### src/flash_link_pkg.sv
`default_nettype none
package flash_link_pkg;

  // ----------------------------------------------------------------
  // Opcodes
  // ----------------------------------------------------------------
  localparam logic [7:0] OP_WRITE_UNLOCK  = 8'h06;
  localparam logic [7:0] OP_BLOCK_ERASE   = 8'hD8;
  localparam logic [7:0] OP_ARRAY_ERASE   = 8'hC7;
  localparam logic [7:0] OP_DEEP_SLEEP    = 8'hB9;
  localparam logic [7:0] OP_WAKE_SIG      = 8'hAB;
  localparam logic [7:0] OP_IDENT_TRIPLET = 8'h9F;
  localparam logic [7:0] OP_MAKER_PAIR    = 8'h90;

  // ----------------------------------------------------------------
  // Identity bytes, values arbitrary
  // ----------------------------------------------------------------
  localparam logic [7:0] MAKER_CODE    = 8'h5A;
  localparam logic [7:0] MEM_TYPE_CODE = 8'h42;
  localparam logic [7:0] CAPACITY_CODE = 8'h10;
  localparam logic [7:0] DEVICE_CODE   = 8'h21;

  // ----------------------------------------------------------------
  // Frame layout
  // ----------------------------------------------------------------
  localparam int unsigned NUM_BLOCKS   = 16;
  localparam logic [5:0]  OPCODE_BITS  = 6'h08;
  localparam logic [5:0]  FULL_BITS    = 6'h20;
  localparam int unsigned BLOCK_LSB    = 16;
  localparam int unsigned BLOCK_W      = 4;

  // ----------------------------------------------------------------
  // Timing
  // ----------------------------------------------------------------
  localparam int unsigned CLK_PERIOD_NS    = 10;
  localparam int unsigned BLOCK_ERASE_US   = 1000;
  localparam int unsigned ARRAY_ERASE_US   = 4000;
  localparam int unsigned SLEEP_ENTRY_NS   = 3000;
  localparam int unsigned BLOCK_ERASE_CYC  = (BLOCK_ERASE_US * 1000 + CLK_PERIOD_NS - 1) / CLK_PERIOD_NS;
  localparam int unsigned ARRAY_ERASE_CYC  = (ARRAY_ERASE_US * 1000 + CLK_PERIOD_NS - 1) / CLK_PERIOD_NS;
  localparam int unsigned SLEEP_ENTRY_CYC  = (SLEEP_ENTRY_NS + CLK_PERIOD_NS - 1) / CLK_PERIOD_NS;
  localparam int unsigned HOST_HALF_CYC    = 8;

  // ----------------------------------------------------------------
  // Host register map
  // ----------------------------------------------------------------
  localparam logic [1:0] REG_CTRL   = 2'h0;
  localparam logic [1:0] REG_ADDR   = 2'h1;
  localparam logic [1:0] REG_RXDATA = 2'h2;
  localparam logic [1:0] REG_STATUS = 2'h3;
  localparam int unsigned CTRL_TX_LSB = 8;
  localparam int unsigned CTRL_RX_LSB = 10;

endpackage
`default_nettype wire

### src/spi_link_if.sv
`timescale 1ns/10ps
`default_nettype none
interface spi_link_if;
  logic sel_n;
  logic sclk;
  logic serial_in_line;
  logic miso_d;
  logic miso_oe_n;
  wire  miso_line;

  // Device drives serial output only while enable is low
  // Released line rests at its pull-up level, so the host never samples a float
  assign miso_line = miso_oe_n ? 1'b1 : miso_d;

  modport device (input sel_n, input sclk, input serial_in_line, output miso_d, output miso_oe_n);
  modport host (output sel_n, output sclk, output serial_in_line, input miso_line);
endinterface
`default_nettype wire

### src/flash_dev_end.sv
// What this block does
// - Block erase dropped unless select rises on boundary
// - Select rise starts timed block erase
// - Busy flag high during every erase cycle
// - Write permit cleared before erase completes
// - Erase of protected block is not done
// - Top four address bits are ignored
// - Array erase leaves every block all ones
// - Array erase needs write permit latch set
// - Array erase needs select rise after opcode
// - Select rise starts timed array erase, busy
// - Array erase only with protect bits zero
// - Deselect gives standby, only sleep command sleeps
// - Deep sleep ignores all but wake command
// - Sleep needs exact opcode, enters after delay
// - Sleep command rejected during busy cycle
// - Reset always comes up in standby
// - Ident read shifts out maker, type, capacity
// - Ident read ignored during erase
// - Select rise ends reads, returns to standby
// - Pair read takes opcode, two dummies, address
// - Address one swaps device and maker order
// - Pair read ignored during erase
`timescale 1ns/10ps
`default_nettype none
module flash_dev_end
  import flash_link_pkg::*;
#(
  parameter int unsigned BLOCK_ERASE_CYCLES = flash_link_pkg::BLOCK_ERASE_CYC,
  parameter int unsigned ARRAY_ERASE_CYCLES = flash_link_pkg::ARRAY_ERASE_CYC,
  parameter int unsigned SLEEP_CYCLES       = flash_link_pkg::SLEEP_ENTRY_CYC
)
(
  input  wire logic                  clk_in,
  input  wire logic                  reset_in,
  spi_link_if.device                 link,
  input  wire logic [NUM_BLOCKS-1:0] dirty_blocks_in,
  input  wire logic [2:0]            protect_level_bits_in,
  output logic                       write_busy_flag_out,
  output logic                       write_permit_latch_out,
  output logic                       deep_sleep_out,
  output logic [NUM_BLOCKS-1:0]      blank_blocks_out
);
  import flash_link_pkg::*;

  // ----------------------------------------------------------------
  // Pin synchronisers and edge detect
  // ----------------------------------------------------------------
  logic [2:0]  sel_q;
  logic [2:0]  sclk_q;
  logic [1:0]  mosi_q;
  logic        sel_rise;
  logic        sel_low;
  logic        clk_rise;
  logic        clk_fall;

  always_ff @(posedge clk_in)
  begin
    if (reset_in)
    begin
      sel_q  <= 3'h7;
      sclk_q <= 3'h0;
      mosi_q <= 2'h0;
    end
    else
    begin
      sel_q  <= {sel_q[1:0], link.sel_n};
      sclk_q <= {sclk_q[1:0], link.sclk};
      mosi_q <= {mosi_q[0], link.serial_in_line};
    end
  end

  assign sel_low  = ~sel_q[1];
  assign sel_rise = sel_q[1] & ~sel_q[2];
  assign clk_rise = sel_low & sclk_q[1] & ~sclk_q[2];
  assign clk_fall = sel_low & ~sclk_q[1] & sclk_q[2];

  // ----------------------------------------------------------------
  // Input shifter and bit count
  // ----------------------------------------------------------------
  logic [31:0] sr_q;
  logic [31:0] sr_d;
  logic [5:0]  cnt_q;
  logic [7:0]  cmd_q;

  assign sr_d = {sr_q[30:0], mosi_q[1]};

  always_ff @(posedge clk_in)
  begin
    if (reset_in || !sel_low)
    begin
      sr_q  <= 32'h0;
      cnt_q <= 6'h0;
      cmd_q <= 8'h0;
    end
    else if (clk_rise)
    begin
      sr_q <= sr_d;
      if (cnt_q != 6'h3F)
        cnt_q <= cnt_q + 6'h1;
      if (cnt_q == OPCODE_BITS - 6'h1)
        cmd_q <= sr_d[7:0];
    end
  end

  // ----------------------------------------------------------------
  // Command acceptance on select rise
  // ----------------------------------------------------------------
  logic                       busy_q;
  logic                       permit_q;
  logic                       sleep_q;
  logic                       sleep_pend_q;
  logic                       awake;
  logic [BLOCK_W-1:0]         blk;
  logic                       blk_prot;
  logic                       be_ok;
  logic                       ce_ok;
  logic                       dp_ok;
  logic                       unlock_ok;
  logic                       wake_ok;

  assign awake = !sleep_q && !sleep_pend_q;
  assign blk   = sr_q[BLOCK_LSB +: BLOCK_W];

  // Level n protects the top 2^(n-1) blocks; level 5 and above covers all
  always_comb
  begin
    if (protect_level_bits_in == 3'h0)
      blk_prot = 1'b0;
    else if (protect_level_bits_in >= 3'h5)
      blk_prot = 1'b1;
    else
      blk_prot = ({1'b0, blk} >= 5'(NUM_BLOCKS - (1 << (protect_level_bits_in - 3'h1))));
  end

  assign be_ok = sel_rise && cmd_q == OP_BLOCK_ERASE && cnt_q == FULL_BITS
               && permit_q && !busy_q && awake && !blk_prot;
  assign ce_ok = sel_rise && cmd_q == OP_ARRAY_ERASE && cnt_q == OPCODE_BITS
               && permit_q && !busy_q && awake
               && protect_level_bits_in == 3'h0;
  assign dp_ok = sel_rise && cmd_q == OP_DEEP_SLEEP && cnt_q == OPCODE_BITS
               && !busy_q && awake;
  assign unlock_ok = sel_rise && cmd_q == OP_WRITE_UNLOCK && cnt_q == OPCODE_BITS
                   && !busy_q && awake;
  assign wake_ok = sel_rise && cmd_q == OP_WAKE_SIG && cnt_q >= OPCODE_BITS && !busy_q;

  // ----------------------------------------------------------------
  // Self-timed erase
  // ----------------------------------------------------------------
  logic [31:0]           erase_cnt_q;
  logic [NUM_BLOCKS-1:0] target_q;
  logic [NUM_BLOCKS-1:0] done_mask;
  logic [NUM_BLOCKS-1:0] blank_q;

  assign done_mask = (busy_q && erase_cnt_q == 32'h1) ? target_q : '0;

  always_ff @(posedge clk_in)
  begin
    if (reset_in)
    begin
      busy_q      <= 1'b0;
      erase_cnt_q <= 32'h0;
      target_q    <= '0;
    end
    else if (be_ok)
    begin
      busy_q      <= 1'b1;
      erase_cnt_q <= 32'(BLOCK_ERASE_CYCLES);
      target_q    <= NUM_BLOCKS'(1) << blk;
    end
    else if (ce_ok)
    begin
      busy_q      <= 1'b1;
      erase_cnt_q <= 32'(ARRAY_ERASE_CYCLES);
      target_q    <= '1;
    end
    else if (busy_q)
    begin
      erase_cnt_q <= erase_cnt_q - 32'h1;
      if (erase_cnt_q == 32'h1)
        busy_q <= 1'b0;
    end
  end

  // A block written elsewhere is no longer blank; an erase finishing wins
  always_ff @(posedge clk_in)
  begin
    if (reset_in)
      blank_q <= '1;
    else
      blank_q <= (blank_q & ~dirty_blocks_in) | done_mask;
  end

  // Cleared at erase start, well before completion
  always_ff @(posedge clk_in)
  begin
    if (reset_in)
      permit_q <= 1'b0;
    else if (be_ok || ce_ok)
      permit_q <= 1'b0;
    else if (unlock_ok)
      permit_q <= 1'b1;
  end

  // ----------------------------------------------------------------
  // Deep sleep
  // ----------------------------------------------------------------
  logic [31:0] sleep_cnt_q;

  always_ff @(posedge clk_in)
  begin
    if (reset_in)
    begin
      sleep_q      <= 1'b0;
      sleep_pend_q <= 1'b0;
      sleep_cnt_q  <= 32'h0;
    end
    else if (wake_ok)
    begin
      sleep_q      <= 1'b0;
      sleep_pend_q <= 1'b0;
    end
    else if (dp_ok)
    begin
      sleep_pend_q <= 1'b1;
      sleep_cnt_q  <= 32'(SLEEP_CYCLES);
    end
    else if (sleep_pend_q)
    begin
      sleep_cnt_q <= sleep_cnt_q - 32'h1;
      if (sleep_cnt_q == 32'h1)
      begin
        sleep_pend_q <= 1'b0;
        sleep_q      <= 1'b1;
      end
    end
  end

  // ----------------------------------------------------------------
  // Data-out phase
  // ----------------------------------------------------------------
  logic [23:0] out_sr_q;
  logic        out_act_q;
  logic        miso_q;
  logic        oe_n_q;

  always_ff @(posedge clk_in)
  begin
    if (reset_in || !sel_low)
    begin
      out_act_q <= 1'b0;
      out_sr_q  <= 24'h0;
    end
    else if (clk_rise && !busy_q)
    begin
      if (cnt_q == OPCODE_BITS - 6'h1 && sr_d[7:0] == OP_IDENT_TRIPLET && awake)
      begin
        out_act_q <= 1'b1;
        out_sr_q  <= {MAKER_CODE, MEM_TYPE_CODE, CAPACITY_CODE};
      end
      else if (cnt_q == FULL_BITS - 6'h1 && cmd_q == OP_MAKER_PAIR && awake)
      begin
        out_act_q <= 1'b1;
        if (sr_d[0])
          out_sr_q <= {DEVICE_CODE, MAKER_CODE, DEVICE_CODE};
        else
          out_sr_q <= {MAKER_CODE, DEVICE_CODE, MAKER_CODE};
      end
      else if (cnt_q == FULL_BITS - 6'h1 && cmd_q == OP_WAKE_SIG)
      begin
        out_act_q <= 1'b1;
        out_sr_q  <= {DEVICE_CODE, DEVICE_CODE, DEVICE_CODE};
      end
    end
    else if (clk_fall && out_act_q)
      out_sr_q <= {out_sr_q[22:0], out_sr_q[23]};
  end

  always_ff @(posedge clk_in)
  begin
    if (reset_in || !sel_low)
    begin
      miso_q <= 1'b0;
      oe_n_q <= 1'b1;
    end
    else if (clk_fall && out_act_q)
    begin
      miso_q <= out_sr_q[23];
      oe_n_q <= 1'b0;
    end
  end

  assign link.miso_d    = miso_q;
  assign link.miso_oe_n = oe_n_q;

  // ----------------------------------------------------------------
  // User-side status, all registered
  // ----------------------------------------------------------------
  always_ff @(posedge clk_in)
  begin
    if (reset_in)
    begin
      write_busy_flag_out    <= 1'b0;
      write_permit_latch_out <= 1'b0;
      deep_sleep_out         <= 1'b0;
      blank_blocks_out       <= '1;
    end
    else
    begin
      write_busy_flag_out    <= busy_q;
      write_permit_latch_out <= permit_q;
      deep_sleep_out         <= sleep_q;
      blank_blocks_out       <= blank_q;
    end
  end

endmodule
`default_nettype wire

### src/flat_wrapper.sv
// flat-port wrapper written by rule: the top's interface ports become plain ports
module flash_dev_end_flat import flash_link_pkg::*;
#(
  parameter int unsigned BLOCK_ERASE_CYCLES = flash_link_pkg::BLOCK_ERASE_CYC,
  parameter int unsigned ARRAY_ERASE_CYCLES = flash_link_pkg::ARRAY_ERASE_CYC,
  parameter int unsigned SLEEP_CYCLES       = flash_link_pkg::SLEEP_ENTRY_CYC
)
  (clk_in, reset_in, dirty_blocks_in, protect_level_bits_in, write_busy_flag_out, write_permit_latch_out, deep_sleep_out, blank_blocks_out, link_sel_n, link_sclk, link_serial_in_line, link_miso_d, link_miso_oe_n);
  spi_link_if link_i ();
  input  wire logic clk_in;
  input  wire logic reset_in;
  input  wire logic [NUM_BLOCKS-1:0] dirty_blocks_in;
  input  wire logic [2:0] protect_level_bits_in;
  output logic write_busy_flag_out;
  output logic write_permit_latch_out;
  output logic deep_sleep_out;
  output logic [NUM_BLOCKS-1:0] blank_blocks_out;
  input wire logic [$bits(link_i.sel_n)-1:0] link_sel_n;
  input wire logic [$bits(link_i.sclk)-1:0] link_sclk;
  input wire logic [$bits(link_i.serial_in_line)-1:0] link_serial_in_line;
  output wire logic [$bits(link_i.miso_d)-1:0] link_miso_d;
  output wire logic [$bits(link_i.miso_oe_n)-1:0] link_miso_oe_n;
  assign link_i.sel_n = link_sel_n;
  assign link_i.sclk = link_sclk;
  assign link_i.serial_in_line = link_serial_in_line;
  assign link_miso_d = link_i.miso_d;
  assign link_miso_oe_n = link_i.miso_oe_n;
  flash_dev_end #(.BLOCK_ERASE_CYCLES(BLOCK_ERASE_CYCLES), .ARRAY_ERASE_CYCLES(ARRAY_ERASE_CYCLES), .SLEEP_CYCLES(SLEEP_CYCLES)) u_core (.clk_in(clk_in), .reset_in(reset_in), .link(link_i), .dirty_blocks_in(dirty_blocks_in), .protect_level_bits_in(protect_level_bits_in), .write_busy_flag_out(write_busy_flag_out), .write_permit_latch_out(write_permit_latch_out), .deep_sleep_out(deep_sleep_out), .blank_blocks_out(blank_blocks_out));
endmodule
### config.mk
export PLATFORM = sky130hd
export DESIGN_NAME = flash_dev_end_flat
export DESIGN_NICKNAME = d
export VERILOG_FILES = /design/src/flash_link_pkg.sv /design/src/spi_link_if.sv /design/src/flash_dev_end.sv /design/src/flat_wrapper.sv
export SDC_FILE = /design/constraint.sdc
export NUM_CORES = 1
export LEC_CHECK = 0
export BUFFER_PORTS_ARGS = -buffer_cell sky130_fd_sc_hd__clkbuf_2
export CAP_MARGIN = 20
export CORE_ASPECT_RATIO = 0.6
export CORE_UTILIZATION = 55
export CTS_BUF_LIST = sky130_fd_sc_hd__clkbuf_2
export DETAILED_ROUTE_END_ITERATION = 8
export PLACE_DENSITY = 0.73
export SYNTH_ARGS = -nofsm -noshare
export SYNTH_HDL_FRONTEND = slang
export SYNTH_SLANG_ARGS = --single-unit
### constraint.sdc
create_clock -name clk_in -period 6.29 [get_ports clk_in]
set_input_delay 1.887 -clock clk_in [delete_from_list [all_inputs] [get_ports clk_in]]
set_output_delay 1.887 -clock clk_in [all_outputs]
set_load 0.005 [all_outputs]
==> flow_summary.json <==
{
  "drive_gt1_share_pct": 13.93,
  "root_buffer": "clkbuf_2",
  "drtIter0Drc": 646,
  "wirelength_um": 17990,
  "relSlewSlack_pct": 29.78,
  "clock-sinks": 188,
  "fin_ws_ps": 1965,
  "holdWs_ps": 442.2,
  "cts_made_buffers": 17,
  "path_class": "in2reg",
  "hold_path_class": "reg2reg",
  "synth_nets": 965,
  "gp_congestion": 0.8496,
  "setup_viol": 0,
  "postCtsSetupBuffers": 0,
  "worstMarginPinSlew_ps": 1053,
  "synth_top_family_by_area": "simple AND/OR/NAND/NOR gates",
  "clkPwrFrac_pct": 34.0,
  "grt_pass1_wl_um": 30680,
  "areaGrowthSynthToFinish_pct": 7.298,
  "synth.area.top_cells": "dfxtp_1 (45%), nand2_1 (4.7%), a211oi_1 (3.8%)",
  "fin_crit_sh_pct": 68.76,
  "status": "finished clean",
  "syn_area_per_cell_um2": 8.923,
  "ctsHoldBuffers": 0,
  "synth_area_um2": 8298,
  "cts_tree": "built",
  "utilization_pct": 61.02,
  "path_clk_slew_ps": 340,
  "rows": 34,
  "synth-compound-area-share_pct": 16.34,
  "synth_mux_area_share_pct": 2.292,
  "fin_area_um2": 8904,
  "clk_latency_ps": 770,
  "ys_warn_count": 0,
  "setup.worst_path.end_class": "register",
  "dp.final_hpwl_um": 12120,
  "clk_path_buf_depth": 2,
  "dpl_cell_area_um2": 8621,
  "io_buffers": 44,
  "grt-ovfl-total": 0,
  "synth_fa_ha_area_share_pct": 1.779,
  "synth_top_area_share_pct": 45.36,
  "synth-xor-area-share_pct": 3.694,
  "fp.dieH_um": 97.15,
  "wire_per_inst_um": 15.50,
  "antenna_found_initial": 0,
  "core_area_um2": 14590,
  "postSynthCellCount": 930,
  "sw_frac_of_total_pct": 27.16,
  "synth_top_area_cell": "dfxtp_1",
  "seq_power_share_pct": 62.7,
  "finClkSkew_ps": 65.91,
  "die_area_um2": 15600,
  "first_global_vias": 6079,
  "switching_power_uw": 527.5,
  "synthSimpleGateAreaFrac_pct": 25.95,
  "antennaDiodeCount": 0,
  "synth.distinct_cells": 72,
  "vdd_drop_max_mv": 0.1356,
  "drc": 0,
  "intPower_mw": 1.415,
  "final.setup.tns_ps": 0,
  "clock.fmax_mhz": 231.2,
  "p_per_area_nw_per_um2": 218.2,
  "max_cap_violations": 0,
  "first_pass_iters": 5,
  "slew_viol_final": 0,
  "fp.dieW_um": 160.6,
  "synth_ff_type": "dfxtp_1",
  "hold_viol": 0,
  "critPathLaunchType": "primary input",
  "critPathRequiredTime_ps": 6910,
  "synthArstFlopShare_pct": 0,
  "ios": 45,
  "initial_utilization_pct": 56.87,
  "fin_nets": 984,
  "grt_use_total_pct": 23.93,
  "dp_slack_ps": 1240,
  "cp.arrival_ps": 4950,
  "synth_edf_count": 0,
  "path_max_fanout": 21,
  "antenna_left": 0,
  "grt_start_max_net_pins": 80,
  "vias_per_cell": 5.788,
  "finalCriticalPeriod_ps": 4325,
  "yosys_register_bits": 188,
  "htree_levels": 4,
  "via_count": 6714,
  "rsz0062_at_grt": "no",
  "yosysSeqAreaShare_pct": 45.36,
  "p_leak_nw": 3.296,
  "pwr-share-comb_pct": 3.3,
  "cts_resized": 0
}
==> flip-flops by register name (all words and copies together), names as in the netlist <==
signal and flops:
u_core.blank_blocks_out 16, u_core.mosi_q 2, u_core.sleep_cnt_q 32, u_core.cnt_q 6, u_core.blank_q 16, u_core.busy_q 1, u_core.sr_q 20, u_core.deep_sleep_out 1
u_core.permit_q 1, u_core.sleep_q 1, u_core.sclk_q 3, u_core.write_permit_latch_out 1, u_core.out_sr_q 24, u_core.erase_cnt_q 32, u_core.out_act_q 1, u_core.cmd_q 8
u_core.target_q 16, u_core.write_busy_flag_out 1, u_core.link.miso_oe_n 1, u_core.sel_q 3, u_core.link.miso_d 1, u_core.sleep_pend_q 1
==> per-stage QoR <==
stage | instances | power [mW]
after global routing | 1160 | 2.018
after detailed placement | 1128 | 1.303
final | 1160 | 1.942
after floorplan | 930 | 1.277
after global placement | 1128 | 1.301
after CTS | 1160 | 1.954
==> cells by family (layout without fill, tap and decap cells) <==
family	Yosys count	in the layout
fa+ha+maj	12	12
mux	19	19
simple gates	386	386
compound gates	196	196
flops	188	188
buf+inv	94	126
xor+xnor	35	35
==> synth_stat cells (all sizes together) (7+ instances only) <==
cell type	number
nor4	25
buf	18
inv	41
nand3	15
nor3b	7
o31ai	12
xor2	11
dfxtp	188
ha	11
nand4	16
or3	18
nor2	76
or2	20
o21ai	29
a21oi	51
nor3	22
a211oi	42
nor2b	14
a31oi	10
a221o	16
clkbuf	35
xnor2	24
mux2i	19
nand2	104
or4	22
==> final timing paths <==
kind	depth (start not counted)	slack, ps	to	start
worst min register to register	2	440	u_core.sr_q[15]	u_core.sr_q[14]
worst min-delay path	2	440	u_core.sr_q[15]	u_core.sr_q[14]
worst max-delay path	10	1960	u_core.target_q[10]	protect_level_bits_in[0]
worst max register to register	8	3290	u_core.target_q[10]	u_core.sr_q[16]
==> power groups by stage <==
stage | Clock (mW) | Combinational, mW | Sequential, mW
global placement | 0 | 0.0632 | 1.24
floorplan | 0 | 0.0398 | 1.24
global route | 0.726 | 0.0706 | 1.22
CTS | 0.671 | 0.0645 | 1.22
finish | 0.660 | 0.0640 | 1.22
detailed placement | 0 | 0.0642 | 1.24
==> layout by cell type (no fill, tap or decap), drive strengths merged, types with 16 or more instances in the layout <==
cell type and instances:
dfxtp 188, nand4 16, nand2 104, nor2 76, xnor2 24, a221o 16, or4 22, inv 46
mux2i 19, o21ai 29, or2 20, a211oi 42, nor4 25, clkbuf 61, or3 18, a21oi 51
nor3 22
==> critical path, cell delays in order <==
cell and delay (ps):
clkbuf_2 130, or3b_2 490, ha_1 230, xnor2_1 160
ha_1 250, o21a_1 190, o221ai_1 430, buf_4 300
and2_1 700, a211oi_1 180
==> cell type report <==
cell class	instances	area (um^2)
Inverter	41	153.9
Clock inverter	15	197.7
Tap cell	198	247.7
Fill cell	1273	5688
Clock buffer	17	85.08
Sequential cell	188	3764
Timing Repair Buffer	53	287.8
Multi-Input combinational cell	648	4168
==> routing by layer <==
| metal | share of wire [%] | track usage, % |
|---|---|---|
| met1 | 56 | 39.01 |
| met2 | 39 | 31.70 |
| met3 | 4.6 | 4.738 |
| met4 | 0.59 | 4.469 |
| met5 | 0 | 0 |
Power figures use the tool's default switching activity.
